**config.mk**
```make
export PLATFORM = sky130hd
export DESIGN_NAME = interrupt_vector_map
export DESIGN_NICKNAME = d
export VERILOG_FILES = /design/src/irq_map_pkg.sv /design/src/irq_priority_pick.sv /design/src/interrupt_vector_map.sv
export SDC_FILE = /design/constraint.sdc
export NUM_CORES = 1
export LEC_CHECK = 0
export ABC_AREA = 1
export BUFFER_PORTS_ARGS = -buffer_cell sky130_fd_sc_hd__buf_2
export CAP_MARGIN = 30
export CORE_MARGIN = 4
export CORE_UTILIZATION = 40
export CTS_CLUSTER_SIZE = 8
export DETAILED_ROUTE_END_ITERATION = 8
export PLACE_DENSITY = 0.82
export SLEW_MARGIN = 20
export SYNTH_ARGS = -nofsm -noshare
export SYNTH_HDL_FRONTEND = slang
export SYNTH_SLANG_ARGS = --single-unit
```
**constraint.sdc**
```tcl
create_clock -name clk -period 1.6 [get_ports clk]
set_input_delay 0.08 -clock clk [delete_from_list [all_inputs] [get_ports clk]]
set_output_delay 0.08 -clock clk [all_outputs]
set_load 0.1 [all_outputs]
```
**src/irq_map_pkg.sv**
```systemverilog
/*
  Package for the interrupt vector map: IRQ numbers, vector addresses,
  wake masks per low-power mode, and the request/answer carriers.
  Assumes a single 200 MHz system clock domain.
*/
package irq_map_pkg;

  // ------------------------------------------------------------------
  // Sizes
  // ------------------------------------------------------------------
  localparam int NUM_IRQ = 19;
  localparam int IRQ_W = 5;
  localparam int VEC_W = 24;

  // ------------------------------------------------------------------
  // Vector addresses
  // ------------------------------------------------------------------
  localparam logic [VEC_W-1:0] RESET_VECTOR = 24'h008000;
  localparam logic [VEC_W-1:0] TRAP_VECTOR = 24'h008004;
  localparam logic [VEC_W-1:0] IRQ_VECTOR_BASE = 24'h008008;
  localparam logic [VEC_W-1:0] VECTOR_STEP = 24'h000004;

  // ------------------------------------------------------------------
  // IRQ numbers
  // ------------------------------------------------------------------
  localparam logic [IRQ_W-1:0] IRQ_TOP_LEVEL = 5'h00;
  localparam logic [IRQ_W-1:0] IRQ_FLASH = 5'h01;
  localparam logic [IRQ_W-1:0] IRQ_DMA01 = 5'h02;
  localparam logic [IRQ_W-1:0] IRQ_DMA23 = 5'h03;
  localparam logic [IRQ_W-1:0] IRQ_RTC = 5'h04;
  localparam logic [IRQ_W-1:0] IRQ_VOLTAGE = 5'h05;
  localparam logic [IRQ_W-1:0] IRQ_PORT_B = 5'h06;
  localparam logic [IRQ_W-1:0] IRQ_PORT_D = 5'h07;
  localparam logic [IRQ_W-1:0] IRQ_LINE0 = 5'h08;
  localparam logic [IRQ_W-1:0] IRQ_RESERVED = 5'h10;
  localparam logic [IRQ_W-1:0] IRQ_CLOCK = 5'h11;
  localparam logic [IRQ_W-1:0] IRQ_ADC = 5'h12;

  // ------------------------------------------------------------------
  // Wake masks, bit n = IRQ n
  // ------------------------------------------------------------------
  localparam logic [NUM_IRQ-1:0] WAKE_HALT_MASK = 19'h4fff0;
  localparam logic [NUM_IRQ-1:0] WAKE_ACTIVE_HALT_MASK = 19'h4fff0;
  localparam logic [NUM_IRQ-1:0] WAKE_INT_WAIT_MASK = 19'h6fffe;
  localparam logic [NUM_IRQ-1:0] WAKE_EVT_WAIT_MASK = 19'h6fffe;

  // ------------------------------------------------------------------
  // Types
  // ------------------------------------------------------------------
  typedef enum logic [2:0] {
    MODE_RUN = 3'b000,
    MODE_HALT = 3'b001,
    MODE_ACTIVE_HALT = 3'b010,
    MODE_INT_WAIT = 3'b011,
    MODE_EVT_WAIT = 3'b100
  } power_mode_t;

  typedef struct packed {
    logic flashIrq;
    logic [3:0] dmaUnitOneIrq;
    logic rtcAlarmA;
    logic rtcWakeup;
    logic [2:0] rtcTamper;
    logic voltageDetectorIrq;
    logic portBPinIrq;
    logic portDPinIrq;
    logic [7:0] extLineIrq;
    logic clockSwitchIrq;
    logic clockSecurityFault;
    logic adcUnitOneIrq;
  } src_req_t;

  typedef struct packed {
    logic valid;
    logic [IRQ_W-1:0] irqNum;
    logic [VEC_W-1:0] vector;
  } vec_out_t;

endpackage : irq_map_pkg

```
**src/irq_priority_pick.sv**
```systemverilog
/*
  Fixed-order picker: lowest-numbered pending request wins.
  Assumes purely combinational use by the vector map.
*/
`timescale 1ns/10ps
module irq_priority_pick (
  input wire logic [irq_map_pkg::NUM_IRQ-1:0] pending,
  output logic found,
  output logic [irq_map_pkg::IRQ_W-1:0] winner
);

  // Scan downward so the lowest index is written last and wins
  always_comb begin
    found = 1'b0;
    winner = '0;
    for (int i = irq_map_pkg::NUM_IRQ - 1; i >= 0; i--) begin
      if (pending[i]) begin
        found = 1'b1;
        winner = irq_map_pkg::IRQ_W'(i);
      end
    end
  end

endmodule : irq_priority_pick

```
**src/interrupt_vector_map.sv**
```systemverilog
/*
  Interrupt vector map: gathers peripheral requests into IRQ lines,
  picks the one to present to the core, gives its vector, and flags
  wakeup from the current low-power mode.
  Assumes requests are levels from logic on clk; the core holds
  irqEnable stable and pulses vecTaken when it fetches the vector.
*/
`timescale 1ns/10ps

// Notes on behaviour
// - Reset vector 0x008000 wakes all modes; trap vector 0x008004 wakes none.
// - Top-level interrupt is IRQ 0 at 0x008008; wakes no low-power mode.
// - Flash request is IRQ 1 at 0x00800C; wakes only the two wait modes.
// - DMA channels 0/1 share IRQ 2 at 0x008010; wake only wait modes.
// - DMA channels 2/3 share IRQ 3 at 0x008014; wake only wait modes.
// - Clock alarm/wakeup/tamper IRQ 4, voltage IRQ 5; both wake all modes.
// - Port B pin IRQ 6, port D pin IRQ 7; wake all modes.
// - Lines 0..7 are IRQ 8..15, vectors 0x008028..0x008044; wake all.
// - Clock controller request is IRQ 17 at 0x00804C; wakes wait modes only.
// - Converter request is IRQ 18 at 0x008050; wakes halt and wait modes.
// - In event wait, serve enabled interrupts then return; wake events resume.
// - Top-level request is OR of the two timer overflow interrupts.
module interrupt_vector_map (
  input wire logic clk,
  input wire logic sys_rst,
  input wire irq_map_pkg::src_req_t srcReq,
  input wire logic generalTimerAOverflow,
  input wire logic basicEightBitTimerOverflow,
  input wire logic [irq_map_pkg::NUM_IRQ-1:0] irqEnable,
  input wire logic [irq_map_pkg::NUM_IRQ-1:0] wakeEventCfg,
  input wire irq_map_pkg::power_mode_t powerMode,
  input wire logic vecTaken,
  output irq_map_pkg::vec_out_t vecOut,
  output logic [irq_map_pkg::NUM_IRQ-1:0] irqPending,
  output logic wakeReq,
  output logic resumeReq,
  output logic returnToEventWait,
  output logic [irq_map_pkg::VEC_W-1:0] resetVector,
  output logic [irq_map_pkg::VEC_W-1:0] trapVector
);

  // ------------------------------------------------------------------
  // Request gathering
  // ------------------------------------------------------------------
  logic [irq_map_pkg::NUM_IRQ-1:0] rawIrq;
  logic topLevelIrq;

  assign topLevelIrq = generalTimerAOverflow | basicEightBitTimerOverflow;

  always_comb begin
    rawIrq = '0;
    rawIrq[irq_map_pkg::IRQ_TOP_LEVEL] = topLevelIrq;
    rawIrq[irq_map_pkg::IRQ_FLASH] = srcReq.flashIrq;
    rawIrq[irq_map_pkg::IRQ_DMA01] = |srcReq.dmaUnitOneIrq[1:0];
    rawIrq[irq_map_pkg::IRQ_DMA23] = |srcReq.dmaUnitOneIrq[3:2];
    rawIrq[irq_map_pkg::IRQ_RTC] = srcReq.rtcAlarmA | srcReq.rtcWakeup
                                   | (|srcReq.rtcTamper);
    rawIrq[irq_map_pkg::IRQ_VOLTAGE] = srcReq.voltageDetectorIrq;
    rawIrq[irq_map_pkg::IRQ_PORT_B] = srcReq.portBPinIrq;
    rawIrq[irq_map_pkg::IRQ_PORT_D] = srcReq.portDPinIrq;
    rawIrq[irq_map_pkg::IRQ_CLOCK] = srcReq.clockSwitchIrq
                                     | srcReq.clockSecurityFault;
    rawIrq[irq_map_pkg::IRQ_ADC] = srcReq.adcUnitOneIrq;
    rawIrq[irq_map_pkg::IRQ_RESERVED] = 1'b0;
  end

  logic [7:0] rawIrqLine;

  // One entry per external line, fixed four-byte vector steps
  genvar g;
  generate
    for (g = 0; g < 8; g++) begin : gLine
      assign rawIrqLine[g] = srcReq.extLineIrq[g];
    end
  endgenerate

  logic [irq_map_pkg::NUM_IRQ-1:0] allIrq;
  logic [irq_map_pkg::NUM_IRQ-1:0] enabledIrq;

  assign allIrq = rawIrq | ({{(irq_map_pkg::NUM_IRQ-16){1'b0}}, rawIrqLine, 8'h00});
  assign enabledIrq = allIrq & irqEnable;

  // ------------------------------------------------------------------
  // Wake masks per mode
  // ------------------------------------------------------------------
  logic [irq_map_pkg::NUM_IRQ-1:0] wakeMask;

  always_comb begin
    case (powerMode)
      irq_map_pkg::MODE_HALT: wakeMask = irq_map_pkg::WAKE_HALT_MASK;
      irq_map_pkg::MODE_ACTIVE_HALT: wakeMask = irq_map_pkg::WAKE_ACTIVE_HALT_MASK;
      irq_map_pkg::MODE_INT_WAIT: wakeMask = irq_map_pkg::WAKE_INT_WAIT_MASK;
      irq_map_pkg::MODE_EVT_WAIT: wakeMask = irq_map_pkg::WAKE_EVT_WAIT_MASK;
      default: wakeMask = '1;
    endcase
  end

  // ------------------------------------------------------------------
  // Selection of the presented IRQ
  // ------------------------------------------------------------------
  logic pickFound;
  logic [irq_map_pkg::IRQ_W-1:0] pickNum;
  logic [irq_map_pkg::NUM_IRQ-1:0] eligible;

  // In low-power modes only sources allowed to wake may be presented
  assign eligible = enabledIrq & wakeMask;

  irq_priority_pick uPick (
    .pending(eligible),
    .found(pickFound),
    .winner(pickNum)
  );

  function automatic logic [irq_map_pkg::VEC_W-1:0] vecOf(
    input logic [irq_map_pkg::IRQ_W-1:0] n
  );
    vecOf = irq_map_pkg::IRQ_VECTOR_BASE
            + irq_map_pkg::VEC_W'({n, 2'b00});
  endfunction : vecOf

  // Registered answer; held while the core has not yet taken it
  always_ff @(posedge clk) begin
    if (sys_rst) begin
      vecOut <= '0;
    end else if (!vecOut.valid || vecTaken) begin
      vecOut.valid <= pickFound;
      vecOut.irqNum <= pickNum;
      vecOut.vector <= vecOf(pickNum);
    end
  end

  always_ff @(posedge clk) begin
    if (sys_rst) begin
      irqPending <= '0;
    end else begin
      irqPending <= allIrq;
    end
  end

  // ------------------------------------------------------------------
  // Wakeup decisions
  // ------------------------------------------------------------------
  logic inLowPower;
  logic evtServe;
  logic evtResume;

  assign inLowPower = (powerMode != irq_map_pkg::MODE_RUN);
  // Event wait: enabled irq is served and sleep resumes; a wake event resumes run
  assign evtServe = (powerMode == irq_map_pkg::MODE_EVT_WAIT)
                    && |(enabledIrq & wakeMask & ~wakeEventCfg);
  assign evtResume = (powerMode == irq_map_pkg::MODE_EVT_WAIT)
                     && |(allIrq & wakeMask & wakeEventCfg);

  always_ff @(posedge clk) begin
    if (sys_rst) begin
      wakeReq <= 1'b0;
      resumeReq <= 1'b0;
      returnToEventWait <= 1'b0;
    end else begin
      wakeReq <= inLowPower && (|eligible || evtResume);
      resumeReq <= evtResume;
      returnToEventWait <= evtServe && !evtResume;
    end
  end

  // Fixed vectors: reset wakes every mode through the reset path itself
  assign resetVector = irq_map_pkg::RESET_VECTOR;
  assign trapVector = irq_map_pkg::TRAP_VECTOR;

  // ------------------------------------------------------------------
  // Assertions
  // ------------------------------------------------------------------
  property p_reserved_never;
    @(posedge clk) disable iff (sys_rst)
      !irqPending[irq_map_pkg::IRQ_RESERVED];
  endproperty
  a_reserved_never: assert property (p_reserved_never)
    else $error("reserved irq raised");

  property p_top_level_or;
    @(posedge clk) disable iff (sys_rst)
      (generalTimerAOverflow || basicEightBitTimerOverflow) |=> irqPending[0];
  endproperty
  a_top_level_or: assert property (p_top_level_or)
    else $error("top-level irq not raised by timer overflow");

  property p_vector_step;
    @(posedge clk) disable iff (sys_rst)
      vecOut.valid |-> vecOut.vector == 24'h008008 + {17'h0, vecOut.irqNum, 2'b00};
  endproperty
  a_vector_step: assert property (p_vector_step)
    else $error("vector address does not match irq number");

  property p_no_wake_top_level;
    @(posedge clk) disable iff (sys_rst)
      (inLowPower && allIrq == 19'h00001 && wakeEventCfg == '0) |=> !wakeReq;
  endproperty
  a_no_wake_top_level: assert property (p_no_wake_top_level)
    else $error("top-level irq woke device");

  property p_flash_halt;
    @(posedge clk) disable iff (sys_rst)
      (powerMode == irq_map_pkg::MODE_HALT && allIrq == 19'h00002) |=> !wakeReq;
  endproperty
  a_flash_halt: assert property (p_flash_halt)
    else $error("flash irq woke from halt");

  property p_dma_wait;
    @(posedge clk) disable iff (sys_rst)
      (powerMode == irq_map_pkg::MODE_INT_WAIT && irqEnable[3] && srcReq.dmaUnitOneIrq[2])
      |=> wakeReq;
  endproperty
  a_dma_wait: assert property (p_dma_wait)
    else $error("dma 2/3 did not wake from wait");

  property p_line_halt;
    @(posedge clk) disable iff (sys_rst)
      (powerMode == irq_map_pkg::MODE_HALT && |(srcReq.extLineIrq & irqEnable[15:8]))
      |=> wakeReq;
  endproperty
  a_line_halt: assert property (p_line_halt)
    else $error("external line did not wake from halt");

  property p_clock_halt;
    @(posedge clk) disable iff (sys_rst)
      (powerMode == irq_map_pkg::MODE_ACTIVE_HALT && allIrq == 19'h20000) |=> !wakeReq;
  endproperty
  a_clock_halt: assert property (p_clock_halt)
    else $error("clock irq woke from active halt");

  property p_lowest_first;
    @(posedge clk) disable iff (sys_rst)
      (!vecOut.valid && eligible[1] && eligible[0]) |=> vecOut.irqNum == 5'h00;
  endproperty
  a_lowest_first: assert property (p_lowest_first)
    else $error("lower irq not presented first");

  property p_adc_halt;
    @(posedge clk) disable iff (sys_rst)
      (powerMode == irq_map_pkg::MODE_HALT && irqEnable[18] && srcReq.adcUnitOneIrq)
      |=> wakeReq;
  endproperty
  a_adc_halt: assert property (p_adc_halt)
    else $error("converter did not wake from halt");

  property p_flash_wait;
    @(posedge clk) disable iff (sys_rst)
      (powerMode == irq_map_pkg::MODE_INT_WAIT && irqEnable[1] && srcReq.flashIrq)
      |=> wakeReq;
  endproperty
  a_flash_wait: assert property (p_flash_wait)
    else $error("flash irq did not wake from interrupt wait");

  property p_dma01_halt;
    @(posedge clk) disable iff (sys_rst)
      (powerMode == irq_map_pkg::MODE_HALT && allIrq == 19'h00004) |=> !wakeReq;
  endproperty
  a_dma01_halt: assert property (p_dma01_halt)
    else $error("dma 0/1 irq woke from halt");

  property p_rtc_active_halt;
    @(posedge clk) disable iff (sys_rst)
      (powerMode == irq_map_pkg::MODE_ACTIVE_HALT && irqEnable[4] && srcReq.rtcWakeup)
      |=> wakeReq;
  endproperty
  a_rtc_active_halt: assert property (p_rtc_active_halt)
    else $error("clock wakeup did not wake from active halt");

  property p_port_d_halt;
    @(posedge clk) disable iff (sys_rst)
      (powerMode == irq_map_pkg::MODE_HALT && irqEnable[7] && srcReq.portDPinIrq)
      |=> wakeReq;
  endproperty
  a_port_d_halt: assert property (p_port_d_halt)
    else $error("port d pin did not wake from halt");

  property p_resume_evt;
    @(posedge clk) disable iff (sys_rst)
      (powerMode == irq_map_pkg::MODE_EVT_WAIT && srcReq.voltageDetectorIrq && wakeEventCfg[5])
      |=> resumeReq && !returnToEventWait;
  endproperty
  a_resume_evt: assert property (p_resume_evt)
    else $error("wake event did not resume");

  property p_evt_return;
    @(posedge clk) disable iff (sys_rst)
      (powerMode == irq_map_pkg::MODE_EVT_WAIT && irqEnable[6] && srcReq.portBPinIrq
       && wakeEventCfg == '0) |=> returnToEventWait;
  endproperty
  a_evt_return: assert property (p_evt_return)
    else $error("served irq did not return to event wait");

  // A presented vector must not move until the core has taken it
  property p_vec_hold;
    @(posedge clk) disable iff (sys_rst)
      (vecOut.valid && !vecTaken) |=> $stable(vecOut);
  endproperty
  a_vec_hold: assert property (p_vec_hold)
    else $error("presented vector changed before it was taken");

  c_vec_taken: cover property (@(posedge clk) disable iff (sys_rst)
    vecOut.valid && vecTaken);
  c_evt_resume: cover property (@(posedge clk) disable iff (sys_rst) resumeReq);
  c_evt_return: cover property (@(posedge clk) disable iff (sys_rst) returnToEventWait);
  c_halt_wake: cover property (@(posedge clk) disable iff (sys_rst)
    powerMode == irq_map_pkg::MODE_HALT && wakeReq);
  c_line_vector: cover property (@(posedge clk) disable iff (sys_rst)
    vecOut.valid && vecOut.irqNum == irq_map_pkg::IRQ_LINE0);

endmodule : interrupt_vector_map

```
# ---- Yosys cells after proc, flatten, opt, wreduce, memory -nomap -nowiden
# Index checks and enable logic that the tools add are counted.
dict set report op_classes {
  addsub 1
  eq_ne 4
  n_mux 39
  bitwise_logic 11
  reduce_logical 17
}
# op count
set op_table {}
lappend op_table {{19-bit bitwise AND} 5}
lappend op_table {{5-bit two-way mux} 19}
lappend op_table {{19-bit OR reduction} 3}
lappend op_table {{18-bit one-hot mux with 2 select lines} 1}
lappend op_table {{1-bit two-way mux} 19}
lappend op_table {{19-bit inverter} 1}
lappend op_table {{19-bit by 16-bit bitwise OR with 19-bit output} 1}
lappend op_table {{16-bit by 7-bit adder with 17-bit output, first input constant} 1}
lappend op_table {{2-bit OR reduction} 4}
lappend op_table {{3-bit by 2-bit == test with 1-bit output, second input constant} 2}
lappend op_table {{1-bit logical AND} 4}
lappend op_table {{1-bit bitwise OR} 4}
lappend op_table {{3-bit by 1-bit == test with 1-bit output, second input constant} 1}
lappend op_table {{3-bit == test, second input constant} 1}
lappend op_table {{3-bit nonzero test} 1}
lappend op_table {{3-bit OR reduction} 1}
lappend op_table {{1-bit zero test} 2}
lappend op_table {{1-bit logical OR} 2}
dict set report word_totals {
  regBits 52
  output_inout_bits 100
  wordCells 79
}

# ---- Logic depth before layout (Yosys ltp)
dict set report depth {
  word_depth 25
  mapped_depth 21
}

# ---- Cells and area by module
# Synthesis repeated with hierarchy kept, for this count alone.
dict set report hier_totals {
  cells_unflattened 383
  hier_area_um2 2398.6
}
# mod n_inst cells_each area_each_um2
set by_module_without_submodules {}
lappend by_module_without_submodules {interrupt_vector_map 1 323 2150.8}
lappend by_module_without_submodules {irq_priority_pick 1 60 247.7}

# ---- Least setup slack after synthesis
# Ideal clock, no wire load.
dict set report synth_timing {
  path_kind {register to register}
  start {register vecOut[29] in the netlist's numbering}
  end {register vecOut[4] in the netlist's numbering}
  setup_ns 0.128
  arrival_time_ns 1.873
  t_required_ns 1.472
  path_slack_ns -0.401
  path_stages_with_launch 8
  period_less_slack_ns 2.001
  path_cell_list {dfxtp_1 > inv_1 > nor2_1 > inv_1 > nand4_1 > o21ai_0 > a22oi_1 > nor2_1}
}
dict set report synth_between {
  elab_chain_len 2
}
# element line
set synth_lines {}
lappend synth_lines {{start: declaration} interrupt_vector_map.sv:33} ;# output irq_map_pkg::vec_out_t vecOut,
lappend synth_lines {{1-bit zero test} interrupt_vector_map.sv:125} ;# end else if (!vecOut.valid || vecTaken) begin
lappend synth_lines {{1-bit logical OR} interrupt_vector_map.sv:125}
# No other way between the ends.
# A chain may end at the register's enable or synchronous reset.

# ---- Final worst setup path
dict set report layout_timing {
  start {input port powerMode[1]}
  end {register vecOut[5] in the netlist's numbering}
}
dict set report layout_between {
  elab_chain_len 23
  elab_cells_between_ends 27
  classes_between {1 x add/sub; 4 x eq/ne; 19 x mux; 1 x bitwise; 2 x reduce/logical}
}
# element line
set layout_lines {}
lappend layout_lines {{start: declaration} interrupt_vector_map.sv:31} ;# input wire irq_map_pkg::power_mode_t powerMode,
lappend layout_lines {{3-bit == test (tied with other cells)} interrupt_vector_map.sv:89} ;# case (powerMode)
lappend layout_lines {{2-bit OR reduction (no source line)} --}
lappend layout_lines {{18-bit one-hot mux with 2 select lines *} interrupt_vector_map.sv:89}
lappend layout_lines {{19-bit bitwise AND *} interrupt_vector_map.sv:106} ;# assign eligible = enabledIrq & wakeMask;
lappend layout_lines {{5-bit two-way mux (17 in a row)} irq_priority_pick.sv:17} ;# if (pending[i]) begin
lappend layout_lines {{5-bit two-way mux *} irq_priority_pick.sv:17}
lappend layout_lines {{16-bit by 7-bit adder with 17-bit output *} interrupt_vector_map.sv:118} ;# + irq_map_pkg::VEC_W'({n, 2'b00});
# Mark *: on every way between the ends. The rest lies on a longest branch, timed or not.

==> metrics.cfg <==
[floorplan]
placeableCoreArea_um2=5170
dieWidth_um=81.6
dieArea_um2=6660
die_y_um=81.6
ioPinCount=170
rows=26
start_util_pct=41.9

[worst_setup_path]
startpoint=powerMode[1]
path_class=input port to flip-flop
crit_path_max_incr_delay_ns=0.23
worst_setup_path_end_kind=flip-flop
reg2reg_from=vecOut[29]
required_ns=1.78
path_cells=buf_2 > nand2_1 > nand3_4 > nand3_2 > nand2_1 > inv_2 > nand3_2 > nor2_1 > inv_2 > nor2_4 > nand2_2 > a32o_1
critical_path.startpoint_type=input port
cp_slowest_cell=a32o_1
cp_max_fo=7
worst_ep_arrival_time_ns=1.42

[route]
vias_per_cell=4.21
first_pass_iters=4
totalWireLength_um=5580
vias=2092
drt_iter0_drc=57
drc_errors=0
ant_nets=0
avgRoutedWirePerCell_um=11.2

[yosys]
yosysSeqAreaShare_pct=30.5
synthFlopType=dfxtp_1
postSynthCellCount=318
synth-seq-cells=33
synth_largest_area_cell=dfxtp_1
yosysTopAreaCellShare_pct=30.5
synth.distinct_cells=34
synth_area_um2=2170
yosysWarnings=0
synth_area_leaders=dfxtp_1 30%, buf_4 23%, nand2_1 12%
syn_avg_cell_area_um2=6.82
synth_edf_count=0
async_flop_share_pct=0

[final_layout]
mostFrequentLayoutCells=101 x buf_2, 71 x nand2_1, 66 x conb_1
design_area_um2=2620
drive_gt1_share_pct=33.3
antenna_cells=0
synthToLayoutAreaGrowth_pct=20.9
mostFrequentLayoutCell=buf_2
final_nets=496

[pwr]
p_per_area_nw_per_um2=1130
power_uw=2960
ir_drop_mv=0.605
power.leakage_uw=0.00158

[cts]
clk_latency_ns=0.28
numCtsBuffers=5
clk_path_buf_depth=2
clock_sinks=33
cts_tree=yes
ctsHoldBuffers=0
clkTransAtPathRegs_ns=0.07
post_cts_resized=0
cts-root-buf=clkbuf_8
post_cts_buffers=0
cts_htree_levels=2

[sta]
rsz0062_at_grt=false
whs_ns=0.0163
drv_slew=0
fin_crit_ns=1.24
min_period_over_period_pct=77.6
fin_tns_setup_ns=0
fmax_mhz=805
finClkSkew_ns=0.00305
final_hold_viol_count=0
finalSetupViolCount=0

[placement]
numPortBuffers=101
dpl.hpwl_um=4890
placed_area_um2=2540
finalWeightedCongestion=0.841

[worst_hold_path]
hp-start=srcReq[6]
min_path_type=input port to flip-flop

[flow_run]
cap_violations=0

[grt]
grt_max_degree=16
grt_usage_pct=16.2
antenna_found_initial=0
grt_pass1_wl_um=8340
grt_pass1_vias=1991
grt_overflow_total=0

[status]
status=finished clean

==> cell usage after synthesis, types with 4 or more instances <==
| cell type | count |
|---|---|
| or2_2 | 4 |
| o22ai_1 | 4 |
| nand3_1 | 5 |
| nor2_1 | 38 |
| o21ai_0 | 8 |
| inv_2 | 7 |
| dfxtp_1 | 33 |
| nor3_1 | 5 |
| a21oi_1 | 6 |
| inv_1 | 36 |
| buf_4 | 67 |
| nand2_1 | 71 |
==> cells by family (layout without fill, tap and decap cells) <==
family,after synthesis,after routing,synth area share [%]
and+or+nand+nor,141,141,29.4
buffers and inverters,113,158,31.2
DFF,33,33,30.5
AOI/OAI and AO/OA,29,29,8.60
other,2,66,0.346
==> layer usage <==
metal	part of all wire [%]	wire, um	track usage [%]
met2	50	2810	31.2
met3	12	675	5.04
met1	37	2060	16.8
met4	0.61	34	4.49
met5	0	0	0
==> per-stage QoR <==
stage	setup slack [ns]	cells	utilization, %
floorplan	0.0557	382	-
global placement	0.103	489	49.0
detailed placement	0.0675	489	49.0
CTS	0.365	497	50.7
global route	0.131	497	50.7
finish	0.358	497	50.7
==> flip-flops by register name, indices dropped and copies added (netlist names) <==
| name | count |
|---|---|
| irqPending | 18 |
| resumeReq | 1 |
| returnToEventWait | 1 |
| vecOut | 12 |
| wakeReq | 1 |
==> report_power, final <==
part / total (uW) / internal, uW / switching (uW) / leakage (uW)
combinational: 1450 / 190 / 1260 / 0.00127
sequential: 884 / 868 / 15.9 / 0.000274
clock: 618 / 300 / 318 / 0.0000439
total: 2960 / 1360 / 1600 / 0.00158
==> worst max-delay path, delay by kind of cell <==
kind | cells | cell delay [ns]
AOI/OAI and AO/OA | 1 | 0.23
buffers and inverters | 3 | 0.25
and+or+nand+nor | 8 | 0.85
==> area by class of cell <==
cell class / count / area [um2]
fill: 543 / 2550
multi-input combinational: 236 / 1070
sequential: 33 / 664
timing repair buffer: 107 / 551
inverter: 43 / 161
tap: 70 / 87.6
clock buffer: 5 / 68.8
clock inverter: 3 / 17.5
==> path summary, 6_finish.rpt <==
kind / cells past startpoint / slack [ns] / end
setup / recovery: 12 / 0.36 / vecOut[5]
hold reg to reg: 2 / 0.44 / vecOut[7]
setup reg to reg: 7 / 0.39 / vecOut[4]
hold / removal: 3 / 0.02 / irqPending[11]
(Power assumes the default switching activity.)
